**config.mk**
```make
export PLATFORM = sky130hd
export DESIGN_NAME = product_info_capability
export DESIGN_NICKNAME = d
export VERILOG_FILES = /design/src/storage_serial_port.v /design/src/product_info_capability.v
export VERILOG_INCLUDE_DIRS = /design/src /design/src/src
export SDC_FILE = /design/constraint.sdc
export NUM_CORES = 1
export LEC_CHECK = 0
export ABC_CLOCK_PERIOD_IN_PS = 5300
export BUFFER_PORTS_ARGS = -buffer_cell sky130_fd_sc_hd__buf_4
export CAP_MARGIN = 20
export CORE_MARGIN = 2
export CORE_UTILIZATION = 40
export DETAILED_ROUTE_END_ITERATION = 8
export GPL_TIMING_DRIVEN = 0
export SLEW_MARGIN = 15
export SYNTH_ARGS = -nofsm -noshare
export SYNTH_HDL_FRONTEND = slang
export SYNTH_SLANG_ARGS = --single-unit
```
**constraint.sdc**
```tcl
create_clock -name ref_clk_in -period 5.3 [get_ports ref_clk_in]
set_input_delay 1.06 -clock ref_clk_in [delete_from_list [all_inputs] [get_ports ref_clk_in]]
set_output_delay 1.06 -clock ref_clk_in [all_outputs]
set_load 0.01 [all_outputs]
```
**src/product_info_consts.vh**
```
// constants for the product information capability and its serial storage port
// assumes a 10 MHz reference clock and a byte-addressed serial storage part
`ifndef PRODUCT_INFO_CONSTS_VH
`define PRODUCT_INFO_CONSTS_VH

// ----------------------------------------
// capability layout
// ----------------------------------------
`define CAP_TYPE_CODE 8'h03
`define NEXT_CAP_PTR 8'h00
`define OFS_CAP_HEADER 8'h00
`define OFS_DATA_WINDOW 8'h04
`define ADDR_LSB 16
`define ADDR_MSB 30
`define FLAG_BIT 31
`define ADDR_RESET 15'h0000
`define DATA_RESET 32'h00000000

// ----------------------------------------
// stored content tags
// ----------------------------------------
`define TAG_LARGE_BIT 7
`define TAG_ID_STRING 8'h82
`define TAG_READONLY 8'h90
`define TAG_WRITABLE 8'h91
`define TAG_END 8'h78
`define LARGE_HDR_LEN 15'h0003
`define KEYWORD_CHAR_LO 8'h30
`define KEYWORD_CHAR_HI 8'h5A

// ----------------------------------------
// serial storage commands and timing
// ----------------------------------------
`define CMD_READ 8'h03
`define CMD_WRITE 8'h02
`define CMD_WRITE_ENABLE 8'h06
`define CLK_PERIOD_NS 100
`define SCK_HALF_NS 400
`define SCK_HALF_CYCLES (`SCK_HALF_NS / `CLK_PERIOD_NS)
`define WRITE_CYCLE_US 5000
`define WRITE_CYCLE_CYCLES ((`WRITE_CYCLE_US * 1000) / `CLK_PERIOD_NS)

`endif

```
**src/storage_serial_port.v**
```verilog
// serial storage port: moves one four-byte group to or from the storage part
// assumes a mode-0 serial part with write-enable, read and page write commands
`timescale 1ns/1ps
`include "product_info_consts.vh"

module storage_serial_port #(
	parameter [15:0] WRITE_WAIT = `WRITE_CYCLE_CYCLES
) (
	// clock and reset
	input wire ref_clk_in,
	input wire reset_n_in,
	// request
	input wire start_in,
	input wire write_in,
	input wire [14:0] addr_in,
	input wire [31:0] wdata_in,
	// answer
	output reg [31:0] rdata_out,
	output reg done_out,
	// storage pins
	output reg sclk_out,
	output reg select_n_out,
	output reg mosi_out,
	input wire miso_in
);

	localparam E_IDLE = 3'd0;
	localparam E_SHIFT = 3'd1;
	localparam E_GAP = 3'd2;
	localparam E_WAIT = 3'd3;
	localparam [31:0] HALF_CYCLES = `SCK_HALF_CYCLES - 1;
	localparam [2:0] HALF_LAST = HALF_CYCLES[2:0];

	reg [2:0] state;
	reg [2:0] hc;
	reg [2:0] bi;
	reg [2:0] bt;
	reg [2:0] last;
	reg [7:0] cmd;
	reg [7:0] rx;
	reg [14:0] addr_q;
	reg [31:0] wdata_q;
	reg write_q;
	reg wren_phase;
	reg [15:0] wait_cnt;
	reg miso_meta;
	reg miso_s;
	wire [7:0] rx_byte;
	wire [7:0] cur_tx;
	wire [7:0] nxt_tx;

	// ----------------------------------------
	// byte stream
	// ----------------------------------------
	function [7:0] tx_byte;
		input [2:0] i;
		begin
			case (i)
				3'd0: tx_byte = cmd;
				3'd1: tx_byte = {1'b0, addr_q[14:8]};
				3'd2: tx_byte = addr_q[7:0];
				3'd3: tx_byte = wdata_q[7:0];
				3'd4: tx_byte = wdata_q[15:8];
				3'd5: tx_byte = wdata_q[23:16];
				default: tx_byte = wdata_q[31:24];
			endcase
		end
	endfunction

	assign rx_byte = {rx[6:0], miso_s};
	assign cur_tx = tx_byte(bi);
	assign nxt_tx = tx_byte(bi + 3'd1);

	always @(posedge ref_clk_in or negedge reset_n_in) begin
		if (!reset_n_in) begin
			miso_meta <= 1'b0;
			miso_s <= 1'b0;
		end else begin
			miso_meta <= miso_in;
			miso_s <= miso_meta;
		end
	end

	// ----------------------------------------
	// sequencer
	// ----------------------------------------
	always @(posedge ref_clk_in or negedge reset_n_in) begin
		if (!reset_n_in) begin
			state <= E_IDLE;
			hc <= 3'd0;
			bi <= 3'd0;
			bt <= 3'd7;
			last <= 3'd0;
			cmd <= 8'h00;
			rx <= 8'h00;
			addr_q <= 15'h0000;
			wdata_q <= 32'h00000000;
			write_q <= 1'b0;
			wren_phase <= 1'b0;
			wait_cnt <= 16'h0000;
			rdata_out <= 32'h00000000;
			done_out <= 1'b0;
			sclk_out <= 1'b0;
			select_n_out <= 1'b1;
			mosi_out <= 1'b0;
		end else begin
			done_out <= 1'b0;
			case (state)
				E_IDLE: begin
					if (start_in) begin
						addr_q <= addr_in;
						wdata_q <= wdata_in;
						write_q <= write_in;
						wren_phase <= write_in;
						cmd <= write_in ? `CMD_WRITE_ENABLE : `CMD_READ;
						last <= write_in ? 3'd0 : 3'd6;
						mosi_out <= write_in ? 1'b0 : 1'b0;
						bi <= 3'd0;
						bt <= 3'd7;
						hc <= 3'd0;
						select_n_out <= 1'b0;
						state <= E_SHIFT;
					end
				end
				E_SHIFT: begin
					if (hc == HALF_LAST) begin
						hc <= 3'd0;
						if (!sclk_out) begin
							sclk_out <= 1'b1;
						end else begin
							// sample late in the high phase to cover the synchroniser
							sclk_out <= 1'b0;
							rx <= rx_byte;
							if (bt != 3'd0) begin
								bt <= bt - 3'd1;
								mosi_out <= cur_tx[bt - 3'd1];
							end else begin
								if (!write_q && bi >= 3'd3) begin
									rdata_out[8 * (bi - 3'd3) +: 8] <= rx_byte;
								end
								if (bi == last) begin
									select_n_out <= 1'b1;
									mosi_out <= 1'b0;
									state <= wren_phase ? E_GAP : (write_q ? E_WAIT : E_IDLE);
									done_out <= !wren_phase && !write_q;
									wait_cnt <= 16'h0000;
								end else begin
									bi <= bi + 3'd1;
									bt <= 3'd7;
									mosi_out <= nxt_tx[7];
								end
							end
						end
					end else begin
						if (hc == 3'd0 && !sclk_out && bt == 3'd7 && bi == 3'd0) begin
							mosi_out <= cmd[7];
						end
						hc <= hc + 3'd1;
					end
				end
				E_GAP: begin
					if (hc == HALF_LAST) begin
						hc <= 3'd0;
						wren_phase <= 1'b0;
						cmd <= `CMD_WRITE;
						last <= 3'd6;
						bi <= 3'd0;
						bt <= 3'd7;
						select_n_out <= 1'b0;
						state <= E_SHIFT;
					end else begin
						hc <= hc + 3'd1;
					end
				end
				E_WAIT: begin
					// fixed wait instead of status polling keeps the port small
					if (wait_cnt == WRITE_WAIT - 16'h0001) begin
						done_out <= 1'b1;
						state <= E_IDLE;
					end else begin
						wait_cnt <= wait_cnt + 16'h0001;
					end
				end
				default: state <= E_IDLE;
			endcase
		end
	end

endmodule

```
**src/product_info_capability.v**
```verilog
// product information capability: configuration registers and storage transfers
// assumes configuration accesses arrive as single-cycle strobes on ref_clk_in
//
// How it works
// - capability type byte is fixed at the product information code.
// - next capability pointer is read-only and reads zero.
// - bits 30 to 16 hold the writable storage byte address.
// - completion flag is loaded by the same byte write as address bits 30 to 24.
// - hardware sets the flag to one only after four bytes land in the data window.
// - flag returns to zero once all four bytes reach the storage.
// - data window low byte matches the storage byte at the address.
// - every transfer moves exactly four bytes.
// - data window honours byte enables on reads and writes.
// - stored content steers only the status outputs and which addresses accept stores.
// - stores into the read-only portion finish without writing storage.
// - small tag byte: bit 7 zero, name bits 6-3, length 2-0.
// - large tag: bit 7 one, seven-bit name, 16-bit length low first.
// - content starts with the name string tag and ends with end tag.
// - read-only keywords under tag 10h, writable keywords under 11h.
// - read-only section bytes, tag and length included, sum to zero.
// - keyword entries start with two ascii characters and a length byte.
`timescale 1ns/1ps
`include "product_info_consts.vh"

module product_info_capability #(
	parameter [15:0] WRITE_WAIT = `WRITE_CYCLE_CYCLES
) (
	// clock and reset
	input wire ref_clk_in,
	input wire reset_n_in,
	// configuration access
	input wire cfg_read_in,
	input wire cfg_write_in,
	input wire [7:0] cfg_offset_in,
	input wire [3:0] cfg_byte_en_in,
	input wire [31:0] cfg_wdata_in,
	output reg [31:0] cfg_rdata_out,
	output reg cfg_rdata_valid_out,
	// storage pins
	output wire storage_sclk_out,
	output wire storage_select_n_out,
	output wire storage_mosi_out,
	input wire storage_miso_in,
	// status
	output reg scan_done_out,
	output reg content_valid_out,
	output reg transfer_busy_out
);

	// ----------------------------------------
	// states
	// ----------------------------------------
	localparam S_SCAN_ID = 3'd0;
	localparam S_SCAN_RO = 3'd1;
	localparam S_SUM = 3'd2;
	localparam S_SCAN_TAIL = 3'd3;
	localparam S_IDLE = 3'd4;
	localparam S_HOST = 3'd5;

	reg [2:0] state;
	reg issued;
	reg eng_start;
	reg eng_write;
	reg [14:0] eng_addr;
	wire [31:0] eng_rdata;
	wire eng_done;

	// ----------------------------------------
	// registers
	// ----------------------------------------
	reg [14:0] storage_byte_address;
	reg transfer_completion_flag;
	reg [31:0] product_info_data_window;
	reg pending;
	reg pending_store;

	// ----------------------------------------
	// scan state
	// ----------------------------------------
	reg [14:0] ptr;
	reg [14:0] ro_end;
	reg [7:0] sum;
	reg sum_ok;
	reg rw_seen;
	wire [7:0] b0;
	wire [7:0] b3;
	wire [14:0] large_len;
	wire [14:0] next_after;
	wire [7:0] next_sum;
	wire hdr_write;
	wire data_write;
	wire store_allowed;
	reg [31:0] read_word;

	assign b0 = eng_rdata[7:0];
	assign b3 = eng_rdata[31:24];
	assign large_len = eng_rdata[22:8];
	assign next_after = ptr + `LARGE_HDR_LEN + large_len;
	assign next_sum = sum + b0;
	assign hdr_write = cfg_write_in && cfg_offset_in == `OFS_CAP_HEADER;
	assign data_write = cfg_write_in && cfg_offset_in == `OFS_DATA_WINDOW;
	// writable area starts right after the read-only section
	assign store_allowed = content_valid_out && storage_byte_address >= ro_end;

	// ----------------------------------------
	// storage engine
	// ----------------------------------------
	storage_serial_port #(
		.WRITE_WAIT(WRITE_WAIT)
	) storage_serial_port_inst (
		.ref_clk_in(ref_clk_in),
		.reset_n_in(reset_n_in),
		.start_in(eng_start),
		.write_in(eng_write),
		.addr_in(eng_addr),
		.wdata_in(product_info_data_window),
		.rdata_out(eng_rdata),
		.done_out(eng_done),
		.sclk_out(storage_sclk_out),
		.select_n_out(storage_select_n_out),
		.mosi_out(storage_mosi_out),
		.miso_in(storage_miso_in)
	);

	// ----------------------------------------
	// read path
	// ----------------------------------------
	always @* begin
		read_word = 32'h00000000;
		if (cfg_offset_in == `OFS_CAP_HEADER) begin
			read_word = {transfer_completion_flag, storage_byte_address,
				`NEXT_CAP_PTR, `CAP_TYPE_CODE};
		end else if (cfg_offset_in == `OFS_DATA_WINDOW) begin
			read_word = product_info_data_window;
		end
	end

	genvar g;
	generate
		for (g = 0; g < 4; g = g + 1) begin : rd_lane
			// reads only sample registers, nothing else changes
			always @(posedge ref_clk_in or negedge reset_n_in) begin
				if (!reset_n_in) begin
					cfg_rdata_out[8 * g +: 8] <= 8'h00;
				end else if (cfg_read_in) begin
					cfg_rdata_out[8 * g +: 8] <= cfg_byte_en_in[g] ?
						read_word[8 * g +: 8] : 8'h00;
				end
			end
		end
	endgenerate

	always @(posedge ref_clk_in or negedge reset_n_in) begin
		if (!reset_n_in) begin
			cfg_rdata_valid_out <= 1'b0;
		end else begin
			cfg_rdata_valid_out <= cfg_read_in;
		end
	end

	// ----------------------------------------
	// address, flag and request
	// ----------------------------------------
	always @(posedge ref_clk_in or negedge reset_n_in) begin
		if (!reset_n_in) begin
			storage_byte_address <= `ADDR_RESET;
			transfer_completion_flag <= 1'b0;
			pending <= 1'b0;
			pending_store <= 1'b0;
		end else begin
			if (hdr_write && cfg_byte_en_in[2]) begin
				storage_byte_address[7:0] <= cfg_wdata_in[23:16];
			end
			if (hdr_write && cfg_byte_en_in[3]) begin
				storage_byte_address[14:8] <= cfg_wdata_in[`ADDR_MSB:24];
				transfer_completion_flag <= cfg_wdata_in[`FLAG_BIT];
				pending <= 1'b1;
				pending_store <= cfg_wdata_in[`FLAG_BIT];
			end
			if (state == S_IDLE && pending && !(hdr_write && cfg_byte_en_in[3])) begin
				pending <= 1'b0;
			end
			// completion overrides a host write landing in the same cycle
			if (state == S_HOST && eng_done) begin
				transfer_completion_flag <= !eng_write;
			end else if (state == S_IDLE && pending && pending_store && !store_allowed &&
				!(hdr_write && cfg_byte_en_in[3])) begin
				transfer_completion_flag <= 1'b0;
			end
		end
	end

	// ----------------------------------------
	// data window
	// ----------------------------------------
	generate
		for (g = 0; g < 4; g = g + 1) begin : wr_lane
			always @(posedge ref_clk_in or negedge reset_n_in) begin
				if (!reset_n_in) begin
					product_info_data_window[8 * g +: 8] <= 8'h00;
				end else if (state == S_HOST && eng_done && !eng_write) begin
					// byte g of the window is storage byte address + g
					product_info_data_window[8 * g +: 8] <= eng_rdata[8 * g +: 8];
				end else if (data_write && cfg_byte_en_in[g]) begin
					product_info_data_window[8 * g +: 8] <= cfg_wdata_in[8 * g +: 8];
				end
			end
		end
	endgenerate

	// ----------------------------------------
	// sequencer
	// ----------------------------------------
	always @(posedge ref_clk_in or negedge reset_n_in) begin
		if (!reset_n_in) begin
			state <= S_SCAN_ID;
			issued <= 1'b0;
			eng_start <= 1'b0;
			eng_write <= 1'b0;
			eng_addr <= 15'h0000;
			ptr <= 15'h0000;
			ro_end <= 15'h7FFF;
			sum <= 8'h00;
			sum_ok <= 1'b0;
			rw_seen <= 1'b0;
			scan_done_out <= 1'b0;
			content_valid_out <= 1'b0;
			transfer_busy_out <= 1'b0;
		end else begin
			eng_start <= 1'b0;
			case (state)
				S_SCAN_ID: begin
					if (!issued) begin
						issued <= 1'b1;
						eng_start <= 1'b1;
						eng_write <= 1'b0;
						eng_addr <= 15'h0000;
					end else if (eng_done) begin
						issued <= 1'b0;
						if (b0 == `TAG_ID_STRING) begin
							ptr <= next_after;
							state <= S_SCAN_RO;
						end else begin
							state <= S_IDLE;
						end
					end
				end
				S_SCAN_RO: begin
					if (!issued) begin
						issued <= 1'b1;
						eng_start <= 1'b1;
						eng_addr <= ptr;
					end else if (eng_done) begin
						issued <= 1'b0;
						if (b0 == `TAG_READONLY && b0[`TAG_LARGE_BIT] &&
							b3 >= `KEYWORD_CHAR_LO && b3 <= `KEYWORD_CHAR_HI) begin
							ro_end <= next_after;
							sum <= 8'h00;
							state <= S_SUM;
						end else begin
							state <= S_IDLE;
						end
					end
				end
				S_SUM: begin
					// one fetch per byte is slow but needs no alignment logic
					if (!issued) begin
						issued <= 1'b1;
						eng_start <= 1'b1;
						eng_addr <= ptr;
					end else if (eng_done) begin
						issued <= 1'b0;
						sum <= next_sum;
						ptr <= ptr + 15'h0001;
						if (ptr + 15'h0001 == ro_end) begin
							sum_ok <= next_sum == 8'h00;
							state <= S_SCAN_TAIL;
						end
					end
				end
				S_SCAN_TAIL: begin
					if (!issued) begin
						issued <= 1'b1;
						eng_start <= 1'b1;
						eng_addr <= ptr;
					end else if (eng_done) begin
						issued <= 1'b0;
						if (b0 == `TAG_WRITABLE && !rw_seen) begin
							rw_seen <= 1'b1;
							ptr <= next_after;
						end else begin
							// end tag is a small item: name 0Fh, no payload
							content_valid_out <= sum_ok && b0 == `TAG_END &&
								!b0[`TAG_LARGE_BIT];
							state <= S_IDLE;
						end
					end
				end
				S_IDLE: begin
					scan_done_out <= 1'b1;
					transfer_busy_out <= pending;
					if (pending && !(hdr_write && cfg_byte_en_in[3])) begin
						if (!pending_store || store_allowed) begin
							eng_start <= 1'b1;
							eng_write <= pending_store;
							eng_addr <= storage_byte_address;
							state <= S_HOST;
						end
					end
				end
				S_HOST: begin
					transfer_busy_out <= 1'b1;
					if (eng_done) begin
						transfer_busy_out <= 1'b0;
						state <= S_IDLE;
					end
				end
				default: state <= S_IDLE;
			endcase
		end
	end

endmodule

```
==> summary by stage <==
Logic synthesis
Counting flops with a built-in enable in the synthesized netlist gives 0. After synthesis the netlist holds a flip-flop and latch count of roughly 270. The combined area of all synthesized cells is 0.0147 sq mm.

During synthesis, Yosys emitted a total of 0 warnings. Ranked by total cell area, the synthesized netlist is headed by dfrtp_1 43%, mux2_2 7.9%, ha_1 6.4%, nand2_1 3.6%, mux2i_1 3.5%. Sequential elements use 46.1% of the synthesized area. The net count of the mapped netlist is about 1600.

The proportion of netlist area held by the largest area contributor is 42.8%. Of all flip-flops after synthesis, the portion carrying an async set or reset was 100%. The mean cell area of the mapped netlist is around 10 sq um. The count of unique library cells instantiated by Yosys is 82.

Synthesis produced a netlist whose cell count is approximately 1500. In the synthesized netlist the dominant register cell turns out to be dfrtp_1. The largest area contributor in the synthesized netlist is dfrtp_1.

Critical path
The arrival time at the worst endpoint is between 5 and 6 ns. In this run the worst path has a maximum fanout of 8. The required time at the worst-slack endpoint is 5.74 ns.

The endpoint of the most critical register-to-register path is storage_serial_port_inst.rdata_out[0]$_DFFE_PN0P_. The worst register-to-register path begins at storage_serial_port_inst.bi[0]$_DFFE_PN0P_. The startpoint type of the worst setup path is a flip-flop. The category of the worst setup path capture point is a flip-flop. The kind of critical path is reg2reg. The worst register-to-register path has a depth of 11. The setup slack of the worst register-to-register path is between 0.6 and 0.7 ns.

Floorplanning
The floorplan step defined a die boundary enclosing 0.0384 sq mm. 88 I/O pins were placed. The row count is 70. The initial standard-cell utilization of the core is about 40%. In this run the vertical extent of the chip is 196 um. The floorplan step set the die width to roughly 200 um.

In this run the standard cell core region covers around 0.036 sq mm.

Final layout
The final antenna diode count is 0. The number of cells in the finished layout apart from fillers is between 2000 and 2500. Measured on the finished design, the core utilization comes to approximately 47%. The layout-stage area growth over the synthesis result is 15.5%. The net count of the finished layout is between 1500 and 2000. After routing the design area is 0.0170 sq mm.

The ratio of cells with drive above 1 in the final layout is 18.5%.

CTS
In this run the number of H-tree levels came out at 1. TritonCTS built the clock tree. The root buffer selected by CTS is clkbuf_16.

CTS saw around 270 sinks. Buffers inserted during clock tree synthesis total 30. Post-CTS timing repair inserted 0 buffers for setup. The clock-pin slew reported for the worst setup and hold paths after clock tree synthesis is approximately 0.060 ns. In this run, post-CTS hold repair placed 0 buffers. The clock latency at the later pin of the worst-skew pair is about 0.57 ns. The largest buffer count on any clock path is 3.

The number of gates resized after cts is 0.

Placed design
Routability-driven placement finished with a final weighted congestion of approximately 0.95. Port buffering added 87 buffers. The instance area after placement is 0.0161 sq mm. In this run, placement finished with an instance count of between 2000 and 2500. The HPWL after detailed placement is 32800 um.

Power
The total leakage power is 7.81 nW. IR analysis of the VDD net gives a maximum drop of between 0.0002 and 0.00025 V. The ratio of total power to cell area is 255 mW/mm^2.

Route
Dividing the detail-routed wire length by the instance count gives between 20 and 25 um. The starting DRC count in detailed routing is around 960. For this block, the routed nets add up to approximately 43000 um of wire. Dividing the detail-routed via count by the number of cells gives 5.66.

The number of optimization iterations in the first detailed-route pass is 6. The remaining number of nets flagged by the antenna check after routing is 0. After detailed routing, the number of remaining DRC violations is 0. The total via count in the routed design is between 10000 and 15000.

STA
The max-slew violation total from the final report is 0. Setup repair after global routing left no endpoint under its margin. Measured against its own limit, the worst slew margin works out to ~22%. For the pin with the worst max-slew slack, the measured transition is about 1.2 ns.

Derived from the worst setup path, the maximum achievable clock frequency is roughly 220 MHz. Adding up every negative setup slack in the final design gives 0 ns. The final worst clock skew is just over 0.01 ns. The final number of hold-violating endpoints was 0. The count of endpoints failing setup in the final report is 0. Final hold analysis gives a worst-case slack of around 0.35 ns. The shortest clock period the worst path allows after layout is around 4.6 ns.

The final critical path takes up 86.9% of the cycle.

GRT
The initial antenna violation count is 1. The via count of the first global-routing pass came to approximately 11000. Global routing finished with a remaining overflow of 0. The first global-routing pass estimated 67000 um of wire. Entering global routing, the biggest net connects roughly 100 pins.

Global routing used approximately 23% of the available tracks across all layers.

Run status
The run finished with clean final reports.

Hold path
The type of the most critical hold path is reg2reg. The number of stages on the worst hold path is 0. The end point of the worst hold path is storage_serial_port_inst.miso_s$_DFF_PN0_.

The startpoint identified for the worst hold timing path is storage_serial_port_inst.miso_meta$_DFF_PN0_.

Run
The number of max-capacitance violations reported is 0.
## synth_stat cells, types with 9 or more instances
| cell | number |
|---|---|
| buf_2 | 10 |
| nand2_1 | 140 |
| ha_1 | 76 |
| xnor2_1 | 31 |
| o21a_1 | 9 |
| dfrtp_1 | 252 |
| a31oi_1 | 12 |
| a21oi_1 | 84 |
| a22o_1 | 14 |
| dfstp_2 | 19 |
| o22ai_1 | 19 |
| nand3_1 | 47 |
| xor2_1 | 19 |
| nand4_1 | 18 |
| nand2b_1 | 16 |
| inv_1 | 89 |
| a21o_1 | 9 |
| o21ai_0 | 99 |
| nor2_1 | 92 |
| mux2_4 | 9 |
| mux2i_1 | 52 |
| a221oi_1 | 9 |
| clkbuf_1 | 48 |
| nor2b_1 | 9 |
| or3_1 | 9 |
| nor4_1 | 10 |
| mux2_2 | 103 |
| nor3_1 | 14 |
## worst max path at each step
stage | startpoint | to | slack, ns
finish | storage_serial_port_inst.bi[0]$_DFFE_PN0P_ | storage_serial_port_inst.rdata_out[0]$_DFFE_PN0P_ | 0.70
floorplan | storage_serial_port_inst.bi[0]$_DFFE_PN0P_ | storage_serial_port_inst.rdata_out[23]$_DFFE_PN0P_ | 1.63
global placement | reset_n_in | scan_done_out$_DFFE_PN0P_ | 0.79
detailed placement | storage_serial_port_inst.bi[0]$_DFFE_PN0P_ | storage_serial_port_inst.rdata_out[0]$_DFFE_PN0P_ | 0.77
global route | storage_serial_port_inst.bi[0]$_DFFE_PN0P_ | storage_serial_port_inst.rdata_out[13]$_DFFE_PN0P_ | 0.38
CTS | storage_serial_port_inst.bi[0]$_DFFE_PN0P_ | storage_serial_port_inst.rdata_out[0]$_DFFE_PN0P_ | 0.74
## worst max-delay path: stages (launching register included)
cell,delay [ns]
dfrtp_1,0.41
clkbuf_1,0.51
inv_1,0.27
o21ai_0,0.79
nand3_1,0.23
ha_1,0.36
nand4b_1,0.10
or4_1,0.48
a211o_1,0.32
or3_1,0.47
buf_4,0.24
mux2_4,0.30
## cells by family (layout without fill, tap and decap cells)
kind of cell / Yosys count / after routing / synth area share (%)
simple gates: 401 / 401 / 13.3
compound gates: 331 / 331 / 14.1
flops: 271 / 271 / 46.1
mux: 166 / 166 / 12.5
buf+inv: 157 / 300 / 4.23
fa+ha+maj: 78 / 78 / 6.72
xor+xnor: 50 / 50 / 2.97
## where the power goes
| part | internal [W] | switching (W) | total [W] |
|---|---|---|---|
| sequential | 0.00209 | 0.0000236 | 0.00211 |
| combinational | 0.0000551 | 0.0000859 | 0.000141 |
| clock | 0.00124 | 0.000865 | 0.00210 |
## area by class of cell
type / instances / area (sq um)
sequential: 271 / 6810
timing repair buffer: 89 / 716
tap: 468 / 586
inverter: 90 / 338
clock buffer: 44 / 875
buffer: 67 / 287
clock inverter: 10 / 118
fill: 3422 / 19400
multi-input combinational: 1026 / 7320
## through the flow
step | total power [W] | setup slack, ns
finish | 0.00435 | 0.697
global route | 0.00450 | 0.380
CTS | 0.00440 | 0.738
detailed placement | 0.00229 | 0.767
global placement | 0.00228 | 0.794
floorplan | 0.00218 | 1.63
## metal layers
metal | up-vias | global-route usage [%] | share of wire [%]
li1 | 5454 | - | -
met1 | 5844 | 31.5 | 45
met2 | 315 | 37.0 | 47
met3 | 67 | 2.87 | 5.2
met4 | 0 | 6.20 | 2.8
met5 | - | 0 | 0
## cells in the final DEF (no fill, tap or decap), types with 12 or more instances in the layout
master and n:
nand3_1 47, clkbuf_16 31, inv_1 89, buf_4 88, a21oi_1 84, clkbuf_1 56
nand2b_1 16, a31oi_1 12, o21ai_0 99, nand4_1 18, xnor2_1 31, dfrtp_1 252
ha_1 76, o22ai_1 19, nand2_1 140, mux2i_1 52, xor2_1 19, mux2_2 103
dfstp_2 19, nor3_1 14, nor2_1 92, a22o_1 14
## state kept, by name (all words and copies together) (netlist names), 16 cells and up
register	flops
storage_serial_port_inst.wait_cnt	16
product_info_data_window	32
cfg_rdata_out	32
storage_serial_port_inst.wdata_q	32
storage_serial_port_inst.rdata_out	32
(Power assumes the default switching activity.)
